==> src/hw/sma_consts.vh <==
`ifndef SMA_CONSTS_VH
`define SMA_CONSTS_VH

// clock and self-timed write cycle
`define SMA_CLK_MHZ 100
`define SMA_WR_TIME_MS 10
`define SMA_WR_CYCLES (`SMA_WR_TIME_MS * `SMA_CLK_MHZ * 1000)
`define SMA_WR_CNT_W 20

// command byte fields
`define SMA_CS_HI 7
`define SMA_CS_LO 4
`define SMA_KIND_BIT 3
`define SMA_SET_BIT 2
`define SMA_CMD_POLL_READ 8'hbd
`define SMA_INS_VERIFY_PW 2'h3
`define SMA_INS_INIT_AUTH 4'h2
`define SMA_INS_VERIFY_AUTH 4'h6

// password select codes (kind, set)
`define SMA_SEL_SECURE 2'h1

// data byte counts
`define SMA_PW_BYTES 4'h3
`define SMA_AUTH_BYTES 4'h8

// reset values and the exhausted counter value
`define SMA_CTR_RST 8'hff
`define SMA_CTR_EXHAUSTED 8'h00
`define SMA_CRYPT_RST 64'h0000000000000000

`endif

==> src/hw/sma_auth_cmd.v <==
// How it works
// - kind bit: 0 write password, 1 read password; set bit picks stored set
// - kind and set equal to 01 selects the secure code
// - first verify password only writes a new zero counter bit
// - second verify password compares three bytes, clears counter on match
// - verify password plus stop starts a nonvolatile write cycle
// - poll byte bd is answered after the write, returning the counter
// - counter shows one more zero after pass one, all ones after success
// - init authentication loads generator from cryptogram, seed, host random
// - init authentication stop runs write clearing one more counter bit
// - challenge equal cryptogram plus one stores cryptogram plus two
// - verify authentication stop runs write; host polls bd for outcome
// - valid authentication sets the auth counter to all ones
// - invalid authentication writes but leaves the auth counter
// - data changes only with clock low; else start or stop
// - data falling with clock high is a start before every command
// - data rising with clock high is a stop; after read goes standby
// - eight-bit words, device pulls data low on ninth clock to acknowledge
// - standby at power-up and after stop once operations are done
// - inputs ignored during write; poll acknowledged only after completion
// - all bytes travel most significant bit first
// - exhausted counter makes further attempts on it ignored
// - one verified password active until reset or another is presented
`include "sma_consts.vh"

module sma_auth_cmd #(
    parameter WR_CYCLES = `SMA_WR_CYCLES
) (
    // clock and reset
    input wire ref_clk_i,
    input wire rst_b_i,
    // two-wire link pins
    input wire scl_i,
    input wire sda_i,
    output wire sda_o,
    output wire sda_oe_b_o,
    // configuration
    input wire [3:0] chip_sel_i,
    input wire [23:0] pw_write0_i,
    input wire [23:0] pw_write1_i,
    input wire [23:0] pw_read0_i,
    input wire [23:0] pw_read1_i,
    input wire [63:0] secret_seed_i,
    // status
    output wire standby_o,
    output wire write_busy_o,
    output reg pw_active_o,
    output reg [1:0] pw_active_sel_o,
    output wire secure_code_ok_o,
    output reg auth_ok_o,
    output reg [63:0] card_cryptogram_o,
    output reg [63:0] rng_state_o,
    output reg [31:0] password_attempt_counter_o,
    output reg [7:0] auth_attempt_counter_o
);

localparam ST_IDLE = 3'h0;
localparam ST_CMD = 3'h1;
localparam ST_RX = 3'h2;
localparam ST_TX = 3'h3;
localparam ST_WAIT = 3'h4;

localparam OP_NONE = 2'h0;
localparam OP_VPW = 2'h1;
localparam OP_IAUTH = 2'h2;
localparam OP_VAUTH = 2'h3;

localparam [`SMA_WR_CNT_W-1:0] WR_LOAD = WR_CYCLES[`SMA_WR_CNT_W-1:0];

wire scl_lvl;
wire scl_rise;
wire scl_fall;
wire sda_lvl;
wire sda_rise;
wire sda_fall;

reg [2:0] state_r;
reg [3:0] bit_cnt_r;
reg [3:0] byte_cnt_r;
reg [3:0] need_r;
reg [7:0] shift_r;
reg [63:0] data_r;
reg [1:0] op_r;
reg [1:0] sel_r;
reg done_r;
reg drive_r;
reg [7:0] tx_byte_r;
reg host_ack_r;
reg [`SMA_WR_CNT_W-1:0] wr_cnt_r;
reg pw_armed_r;
reg [1:0] armed_sel_r;
reg auth_armed_r;
reg last_is_auth_r;
reg [1:0] last_sel_r;

reg [23:0] pw_ref;
reg [7:0] pac_sel;
reg [7:0] poll_byte;

// both link pins come from outside this clock domain
sma_pin_sync #(.RST_LEVEL(1'b0)) u_scl_sync ( // the link clock idles low
    .ref_clk_i(ref_clk_i),
    .rst_b_i(rst_b_i),
    .pin_i(scl_i),
    .level_o(scl_lvl),
    .rise_o(scl_rise),
    .fall_o(scl_fall)
);

sma_pin_sync u_sda_sync (
    .ref_clk_i(ref_clk_i),
    .rst_b_i(rst_b_i),
    .pin_i(sda_i),
    .level_o(sda_lvl),
    .rise_o(sda_rise),
    .fall_o(sda_fall)
);

wire start_det = scl_lvl & sda_fall;
wire stop_det = scl_lvl & sda_rise;
wire busy = (wr_cnt_r != {`SMA_WR_CNT_W{1'b0}});
wire [7:0] byte_in = shift_r;

// open drain: only ever pulls low
assign sda_o = 1'b0;
assign sda_oe_b_o = ~drive_r;
assign write_busy_o = busy;
assign standby_o = (state_r == ST_IDLE) & ~busy;
assign secure_code_ok_o = pw_active_o & (pw_active_sel_o == `SMA_SEL_SECURE);

// stored password and counter for the selected kind and set
always @*
begin
    case (sel_r)
        2'h0: pw_ref = pw_write0_i;
        2'h1: pw_ref = pw_write1_i;
        2'h2: pw_ref = pw_read0_i;
        default: pw_ref = pw_read1_i;
    endcase
    pac_sel = password_attempt_counter_o[sel_r*8 +: 8];
    if (last_is_auth_r)
        poll_byte = auth_attempt_counter_o;
    else
        poll_byte = password_attempt_counter_o[last_sel_r*8 +: 8];
end

// link framing, command decode and nonvolatile commit
always @(posedge ref_clk_i or negedge rst_b_i)
begin
    if (!rst_b_i)
    begin
        state_r <= ST_IDLE;
        bit_cnt_r <= 4'h0;
        byte_cnt_r <= 4'h0;
        need_r <= 4'h0;
        shift_r <= 8'h00;
        data_r <= 64'h0;
        op_r <= OP_NONE;
        sel_r <= 2'h0;
        done_r <= 1'b0;
        drive_r <= 1'b0;
        tx_byte_r <= 8'h00;
        host_ack_r <= 1'b0;
        wr_cnt_r <= {`SMA_WR_CNT_W{1'b0}};
        pw_armed_r <= 1'b0;
        armed_sel_r <= 2'h0;
        auth_armed_r <= 1'b0;
        last_is_auth_r <= 1'b0;
        last_sel_r <= 2'h0;
        pw_active_o <= 1'b0;
        pw_active_sel_o <= 2'h0;
        auth_ok_o <= 1'b0;
        card_cryptogram_o <= `SMA_CRYPT_RST;
        rng_state_o <= 64'h0;
        password_attempt_counter_o <= {4{`SMA_CTR_RST}};
        auth_attempt_counter_o <= `SMA_CTR_RST;
    end
    else
    begin
        // self-timed write cycle runs down on its own
        if (busy)
            wr_cnt_r <= wr_cnt_r - 1'b1;
        if (start_det)
        begin
            // a start aborts any frame and always releases the line
            state_r <= ST_CMD;
            bit_cnt_r <= 4'h0;
            byte_cnt_r <= 4'h0;
            done_r <= 1'b0;
            drive_r <= 1'b0;
        end
        else if (stop_det)
        begin
            state_r <= ST_IDLE;
            drive_r <= 1'b0;
            if (done_r && !busy)
            begin
                done_r <= 1'b0;
                case (op_r)
                    OP_VPW:
                    begin
                        if (pac_sel != `SMA_CTR_EXHAUSTED)
                        begin
                            wr_cnt_r <= WR_LOAD;
                            last_is_auth_r <= 1'b0;
                            last_sel_r <= sel_r;
                            pw_active_o <= 1'b0;
                            if (pw_armed_r && armed_sel_r == sel_r)
                            begin
                                pw_armed_r <= 1'b0;
                                if (data_r[23:0] == pw_ref)
                                begin
                                    password_attempt_counter_o[sel_r*8 +: 8] <=
                                        `SMA_CTR_RST;
                                    pw_active_o <= 1'b1;
                                    pw_active_sel_o <= sel_r;
                                end
                                // a failed compare keeps the bit of pass one
                            end
                            else
                            begin
                                // first pass: data ignored, one more zero bit
                                password_attempt_counter_o[sel_r*8 +: 8] <=
                                    {pac_sel[6:0], 1'b0};
                                pw_armed_r <= 1'b1;
                                armed_sel_r <= sel_r;
                            end
                        end
                    end
                    OP_IAUTH:
                    begin
                        pw_armed_r <= 1'b0;
                        if (auth_attempt_counter_o != `SMA_CTR_EXHAUSTED)
                        begin
                            wr_cnt_r <= WR_LOAD;
                            last_is_auth_r <= 1'b1;
                            auth_attempt_counter_o <=
                                {auth_attempt_counter_o[6:0], 1'b0};
                            rng_state_o <= card_cryptogram_o ^ secret_seed_i ^ data_r;
                            auth_armed_r <= 1'b1;
                            auth_ok_o <= 1'b0;
                        end
                    end
                    OP_VAUTH:
                    begin
                        pw_armed_r <= 1'b0;
                        if (auth_attempt_counter_o != `SMA_CTR_EXHAUSTED)
                        begin
                            wr_cnt_r <= WR_LOAD;
                            last_is_auth_r <= 1'b1;
                            auth_armed_r <= 1'b0;
                            auth_ok_o <= 1'b0;
                            // only valid after an init authentication with no verify authentication since
                            if (auth_armed_r && data_r == card_cryptogram_o + 64'h1)
                            begin
                                card_cryptogram_o <= card_cryptogram_o + 64'h2;
                                auth_attempt_counter_o <= `SMA_CTR_RST;
                                auth_ok_o <= 1'b1;
                            end
                        end
                    end
                    default: ;
                endcase
            end
        end
        else if (scl_rise && state_r != ST_IDLE && state_r != ST_WAIT)
        begin
            // sample on the rising clock, msb first
            if (bit_cnt_r < 4'h8)
                shift_r <= {shift_r[6:0], sda_lvl};
            else if (state_r == ST_TX)
                host_ack_r <= ~sda_lvl;
            bit_cnt_r <= bit_cnt_r + 4'h1;
        end
        else if (scl_fall && state_r != ST_IDLE && state_r != ST_WAIT)
        begin
            if (bit_cnt_r == 4'h8)
            begin
                // byte just completed: decide on the ninth clock
                drive_r <= 1'b0;
                case (state_r)
                    ST_CMD:
                    begin
                        if (busy)
                            state_r <= ST_WAIT;
                        else if (byte_in == `SMA_CMD_POLL_READ)
                        begin
                            drive_r <= 1'b1;
                            tx_byte_r <= poll_byte;
                            host_ack_r <= 1'b1;
                            state_r <= ST_TX;
                        end
                        else if (byte_in[`SMA_CS_HI:`SMA_CS_LO] != chip_sel_i)
                            state_r <= ST_WAIT;
                        else if (byte_in[1:0] == `SMA_INS_VERIFY_PW)
                        begin
                            drive_r <= 1'b1;
                            op_r <= OP_VPW;
                            sel_r <= {byte_in[`SMA_KIND_BIT], byte_in[`SMA_SET_BIT]};
                            need_r <= `SMA_PW_BYTES;
                            state_r <= ST_RX;
                        end
                        else if (byte_in[3:0] == `SMA_INS_INIT_AUTH)
                        begin
                            drive_r <= 1'b1;
                            op_r <= OP_IAUTH;
                            need_r <= `SMA_AUTH_BYTES;
                            state_r <= ST_RX;
                        end
                        else if (byte_in[3:0] == `SMA_INS_VERIFY_AUTH)
                        begin
                            drive_r <= 1'b1;
                            op_r <= OP_VAUTH;
                            need_r <= `SMA_AUTH_BYTES;
                            state_r <= ST_RX;
                        end
                        else
                            state_r <= ST_WAIT; // other commands live elsewhere
                    end
                    ST_RX:
                    begin
                        if (done_r)
                            state_r <= ST_WAIT; // surplus bytes are not acknowledged
                        else
                        begin
                            drive_r <= 1'b1;
                            data_r <= {data_r[55:0], byte_in};
                            byte_cnt_r <= byte_cnt_r + 4'h1;
                            if (byte_cnt_r + 4'h1 == need_r)
                                done_r <= 1'b1;
                        end
                    end
                    default: ; // transmit: host owns the ninth clock
                endcase
            end
            else if (bit_cnt_r == 4'h9)
            begin
                bit_cnt_r <= 4'h0;
                if (state_r == ST_TX && host_ack_r)
                    drive_r <= ~tx_byte_r[7];
                else if (state_r == ST_TX)
                begin
                    drive_r <= 1'b0; // no-acknowledge ends the read
                    state_r <= ST_WAIT;
                end
                else
                    drive_r <= 1'b0;
            end
            else if (state_r == ST_TX)
                drive_r <= ~tx_byte_r[3'h7 - bit_cnt_r[2:0]];
        end
    end
end

endmodule // sma_auth_cmd

==> src/hw/sma_pin_sync.v <==
// two-flop synchroniser with a third stage for edge detection
module sma_pin_sync #(
    // level the pin rests at while the bus is idle
    parameter [0:0] RST_LEVEL = 1'b1
) (
    // clock and reset
    input wire ref_clk_i,
    input wire rst_b_i,
    // pin in
    input wire pin_i,
    // synchronised level and edges
    output wire level_o,
    output wire rise_o,
    output wire fall_o
);

reg meta_r;
reg sync_r;
reg last_r;

// reset to the pin's idle level, so no false edge follows reset
always @(posedge ref_clk_i or negedge rst_b_i)
begin
    if (!rst_b_i)
    begin
        meta_r <= RST_LEVEL;
        sync_r <= RST_LEVEL;
        last_r <= RST_LEVEL;
    end
    else
    begin
        meta_r <= pin_i;
        sync_r <= meta_r;
        last_r <= sync_r;
    end
end

// edges look at the second and third stage only
assign level_o = sync_r;
assign rise_o = sync_r & ~last_r;
assign fall_o = ~sync_r & last_r;

endmodule // sma_pin_sync

==> config.mk <==
export PLATFORM = sky130hd
export DESIGN_NAME = sma_auth_cmd
export DESIGN_NICKNAME = d
export VERILOG_FILES = /design/src/hw/sma_auth_cmd.v /design/src/hw/sma_pin_sync.v
export VERILOG_INCLUDE_DIRS = /design/src /design/src/hw
export SDC_FILE = /design/constraint.sdc
export NUM_CORES = 1
export LEC_CHECK = 0
export CAP_MARGIN = 20
export CORE_UTILIZATION = 24
export DETAILED_ROUTE_END_ITERATION = 12
export DONT_BUFFER_PORTS = 1
export GPL_ROUTABILITY_DRIVEN = 0
export SETUP_SLACK_MARGIN = 0.4
export SYNTH_ARGS = -nofsm -noshare
export SYNTH_HDL_FRONTEND = slang
export SYNTH_SLANG_ARGS = --single-unit
==> constraint.sdc <==
create_clock -name ref_clk_i -period 6.9 [get_ports ref_clk_i]
set_input_delay 1.035 -clock ref_clk_i [delete_from_list [all_inputs] [get_ports ref_clk_i]]
set_output_delay 1.035 -clock ref_clk_i [all_outputs]
set_load 0.1 [all_outputs]
==> results.toml <==
[status]
status = "finished, final reports clean"

[setup_path]
path_cells = "inv_1, ha_1, a222oi_1, mux2i_1, xnor2_1, nand4_1, nor4_2, a41oi_1, a2bb2oi_1"
critPathArrivalTime_ns = 5.04
crit_required_ns = 7.35
r2r-start = "sel_r[0]"
path_delay_family = "compound AO/OA/AOI/OAI gates"
endpoint_kind = "flop"
crit_fanout = 27
critPathMaxStageDelay_ns = 0.98
slowest_stage = "ha_1"
crit_path_start_kind = "flop"
cp-startpoint = "sel_r[0]"
worstSetupPathType = "reg2reg"
critPathBufInv = 1

[route]
ant_nets = 0
vias = 11668
vias_per_cell = 4.903
wl_per_cell_um = 23.12
drcViolationCount = 0
drt_iter0_markers = 982
wl_um = 55020
firstDrtPassIters = 7

[power]
power_density_nw_per_um2 = 217.5
p_seq_frac = 0.469
p_int_mw = 3.025
power_frac_comb = 0.041
p_leak_nw = 8.281
ir_drop_uv = 121.5
power.switching_uw = 928.7
swShare = 0.2349
clockPowerShare = 0.490

[cells_and_area]
area_growth_pct = 15.23
utilization = 0.2809
finalInstanceArea_um2 = 18170
fillers = 6690
drive_gt1_frac = 0.1652
fin_nets = 1680
layout.cells.non_filler = 2380
antenna_cells = 0

[yosys]
ys_ff_latch = 303
async_reset_ff_frac = 1.000
synth-edff-count = 0
syn_inst = 1489
yosysSeqAreaShare = 0.4841
synth.cell_area_um2 = 15770
synthFlopType = "dfrtp_1"
yosysWarningCount = 0
post_synth_num_cell_types = 62
synth.avg_cell_area_um2 = 10.59

[placement]
port_buffers = 0
dp_hpwl_um = 42340
dp.cells = 2308
dpl_cell_area_um2 = 16830

[sta]
maxSlewHeadroom = 0.2194
skew_ns = 0.009267
slew_violations = 0
max_slew.worst_pin.slew_ns = 1.171
hold_slack_ns = 0.1948
setup_tns_ns = 0
post-route-period-util = 0.6651
post-route-min-period_ns = 4.589
grt_setup_unrepaired = "false"
fmax_mhz = 217.9
hold_viol_final = 0
finalSetupViolCount = 0

[global_routing]
grt_pass1_vias = 11575
grt_overflow = 0
grt.total_usage = 0.1608
grt_start_max_net_pins = 304
grt_pass1_wl_um = 79990
antenna_found_initial = 2

[clock_network]
clkLatencyLatePin_ns = 0.54
ctsResizeCount = 0
cts_buffers = 36
cts_tree = "yes"
h-tree-depth = 2
clockRootBuffer = "clkbuf_16"
cts_hold_buffers = 0
cts_sinks = 303
cts_setup_buffers = 0
clkSlewWorstSetupHoldPaths_ns = 0.06
cts.path.max_buffers = 3

[min_path]
worstHoldPathType = "in2async"

[flow_run]
cap_viol_max_count = 0

[die]
die_x_um = 258.4
core_um2 = 64700
ios = 345
rows = 93
initial_core_util = 0.2438
die-area_um2 = 66750
die_h_um = 258.4
## kinds of logic after synthesis
| logic type | Yosys count | share of synthesized area |
|---|---|---|
| other cells | 1 | 0.0002378 |
| flops | 303 | 0.4841 |
| mux | 138 | 0.1018 |
| fa+ha+maj | 13 | 0.01031 |
| simple gates | 456 | 0.1502 |
| buf+inv | 143 | 0.03601 |
| compound gates | 198 | 0.08575 |
| xor+xnor | 237 | 0.1316 |
## synthesized netlist by cell type (3+ instances only)
cell | count | share of area
xor2_1 | 122 | 0.068
nor2_1 | 69 | 0.016
dfrtp_1 | 260 | 0.41
a41oi_1 | 8 | 0.0044
ha_1 | 13 | 0.010
mux2i_1 | 49 | 0.031
nor3b_1 | 9 | 0.0043
nand3b_1 | 8 | 0.0038
o21ai_0 | 98 | 0.031
nand4_1 | 32 | 0.013
inv_1 | 77 | 0.018
o21a_1 | 9 | 0.0043
clkbuf_1 | 43 | 0.010
o31ai_1 | 3 | 0.0014
nand2_1 | 134 | 0.032
nor3_1 | 41 | 0.013
or2_2 | 6 | 0.0024
xnor2_1 | 115 | 0.064
nand2b_1 | 7 | 0.0028
mux4_2 | 10 | 0.014
nor2b_1 | 6 | 0.0024
and4_1 | 7 | 0.0039
buf_1 | 7 | 0.0017
nor4_1 | 35 | 0.014
nand3_1 | 50 | 0.016
a21oi_1 | 5 | 0.0016
dfstp_2 | 43 | 0.072
o2111ai_1 | 3 | 0.0017
a21o_1 | 4 | 0.0019
or3_1 | 10 | 0.0040
or4_1 | 9 | 0.0043
and2_1 | 3 | 0.0012
mux2_2 | 79 | 0.056
a222oi_1 | 24 | 0.015
a2bb2oi_1 | 29 | 0.016
and3_1 | 13 | 0.0052
buf_2 | 13 | 0.0041
nor4_2 | 7 | 0.0056
## sequential cells by signal (all words and copies together) (netlist names), 3 cells and up
register and count:
data_r 64, tx_byte_r 8, bit_cnt_r 4, auth_attempt_counter_o 8
byte_in 8, byte_cnt_r 4, wr_cnt_r 20, state_r 3
card_cryptogram_o 63, password_attempt_counter_o 32, rng_state_o 64
## worst register-to-register path: stages (launching register included)
cell       delay, ns
dfrtp_1         0.57
inv_1           0.33
ha_1            0.98
a222oi_1        0.30
mux2i_1         0.45
xnor2_1         0.18
nand4_1         0.15
nor4_2          0.73
a41oi_1         0.50
a2bb2oi_1       0.33
## metal layers
metal | share of wire | vias to the layer above | GRT usage
met2 | 0.45 | 402 | 0.2463
met5 | 0.00049 | - | 0
met4 | 0.043 | 4 | 0.07133
met1 | 0.43 | 5882 | 0.2078
li1 | - | 5279 | -
met3 | 0.080 | 101 | 0.04949
## cell usage in the layout, fill, tap and decap left out, types with 5 or more instances in the layout
master and instances:
dfrtp_1 260, nand2_1 134, xor2_1 122, xnor2_1 115, o21ai_0 98, mux2_2 79
inv_1 77, nor2_1 68, nand3_1 50, mux2i_1 49, dfstp_2 43, nor3_1 40
clkbuf_16 37, nor4_1 34, nand4_1 32, a2bb2oi_1 29, buf_4 28, a222oi_1 24
and3_1 13, ha_1 12, clkbuf_8 11, mux4_2 10, or4_1 9, nor3b_1 9
o21a_1 9, or3_1 8, nor4_2 8, a41oi_1 8, nand3b_1 8, nand2b_1 7
clkbuf_1 7, or2_2 6, nor2b_1 6, and4_1 6, a21oi_1 5, buf_16 5
## worst paths after layout
| check | endpoint | slack (ns) | cells past startpoint |
|---|---|---|---|
| max | password_attempt_counter_o[15] | 2.31 | 9 |
| min | card_cryptogram_o[56] | 0.19 | 0 |
| max reg2reg | password_attempt_counter_o[15] | 2.31 | 9 |
| min reg2reg | u_scl_sync.level_o | 0.34 | 0 |
| max in group asynchronous | pw_active_sel_o[1] | 6.06 | 0 |
| min in group ref_clk_i | u_scl_sync.level_o | 0.34 | 0 |
## stage by stage
| step | total power, mW | setup slack, ns |
|---|---|---|
| finish | 3.953 | 2.311 |
| detailed placement | 2.048 | 2.293 |
| global placement | 2.045 | 2.505 |
| CTS | 4.016 | 2.296 |
| floorplan | 1.987 | 1.468 |
| global route | 4.089 | 1.971 |
## power by group through the flow
stage,combinational (mW),clock [mW],sequential (mW)
finish,0.161,1.94,1.86
global route,0.175,2.05,1.86
CTS,0.162,2.00,1.86
detailed placement,0.162,0,1.89
global placement,0.159,0,1.89
floorplan,0.123,0,1.86
## area by class of cell
class / count / area (µm²) / area share
Inverter: 77 / 289.0 / 0.01590
Sequential cell: 303 / 7636 / 0.4201
Clock inverter: 11 / 101.3 / 0.005576
Multi-Input combinational cell: 1044 / 7596 / 0.4179
Timing Repair Buffer: 37 / 386.6 / 0.02127
Tap cell: 855 / 1070 / 0.05886
Clock buffer: 53 / 1096 / 0.06031
Power figures use the tool's default switching activity.
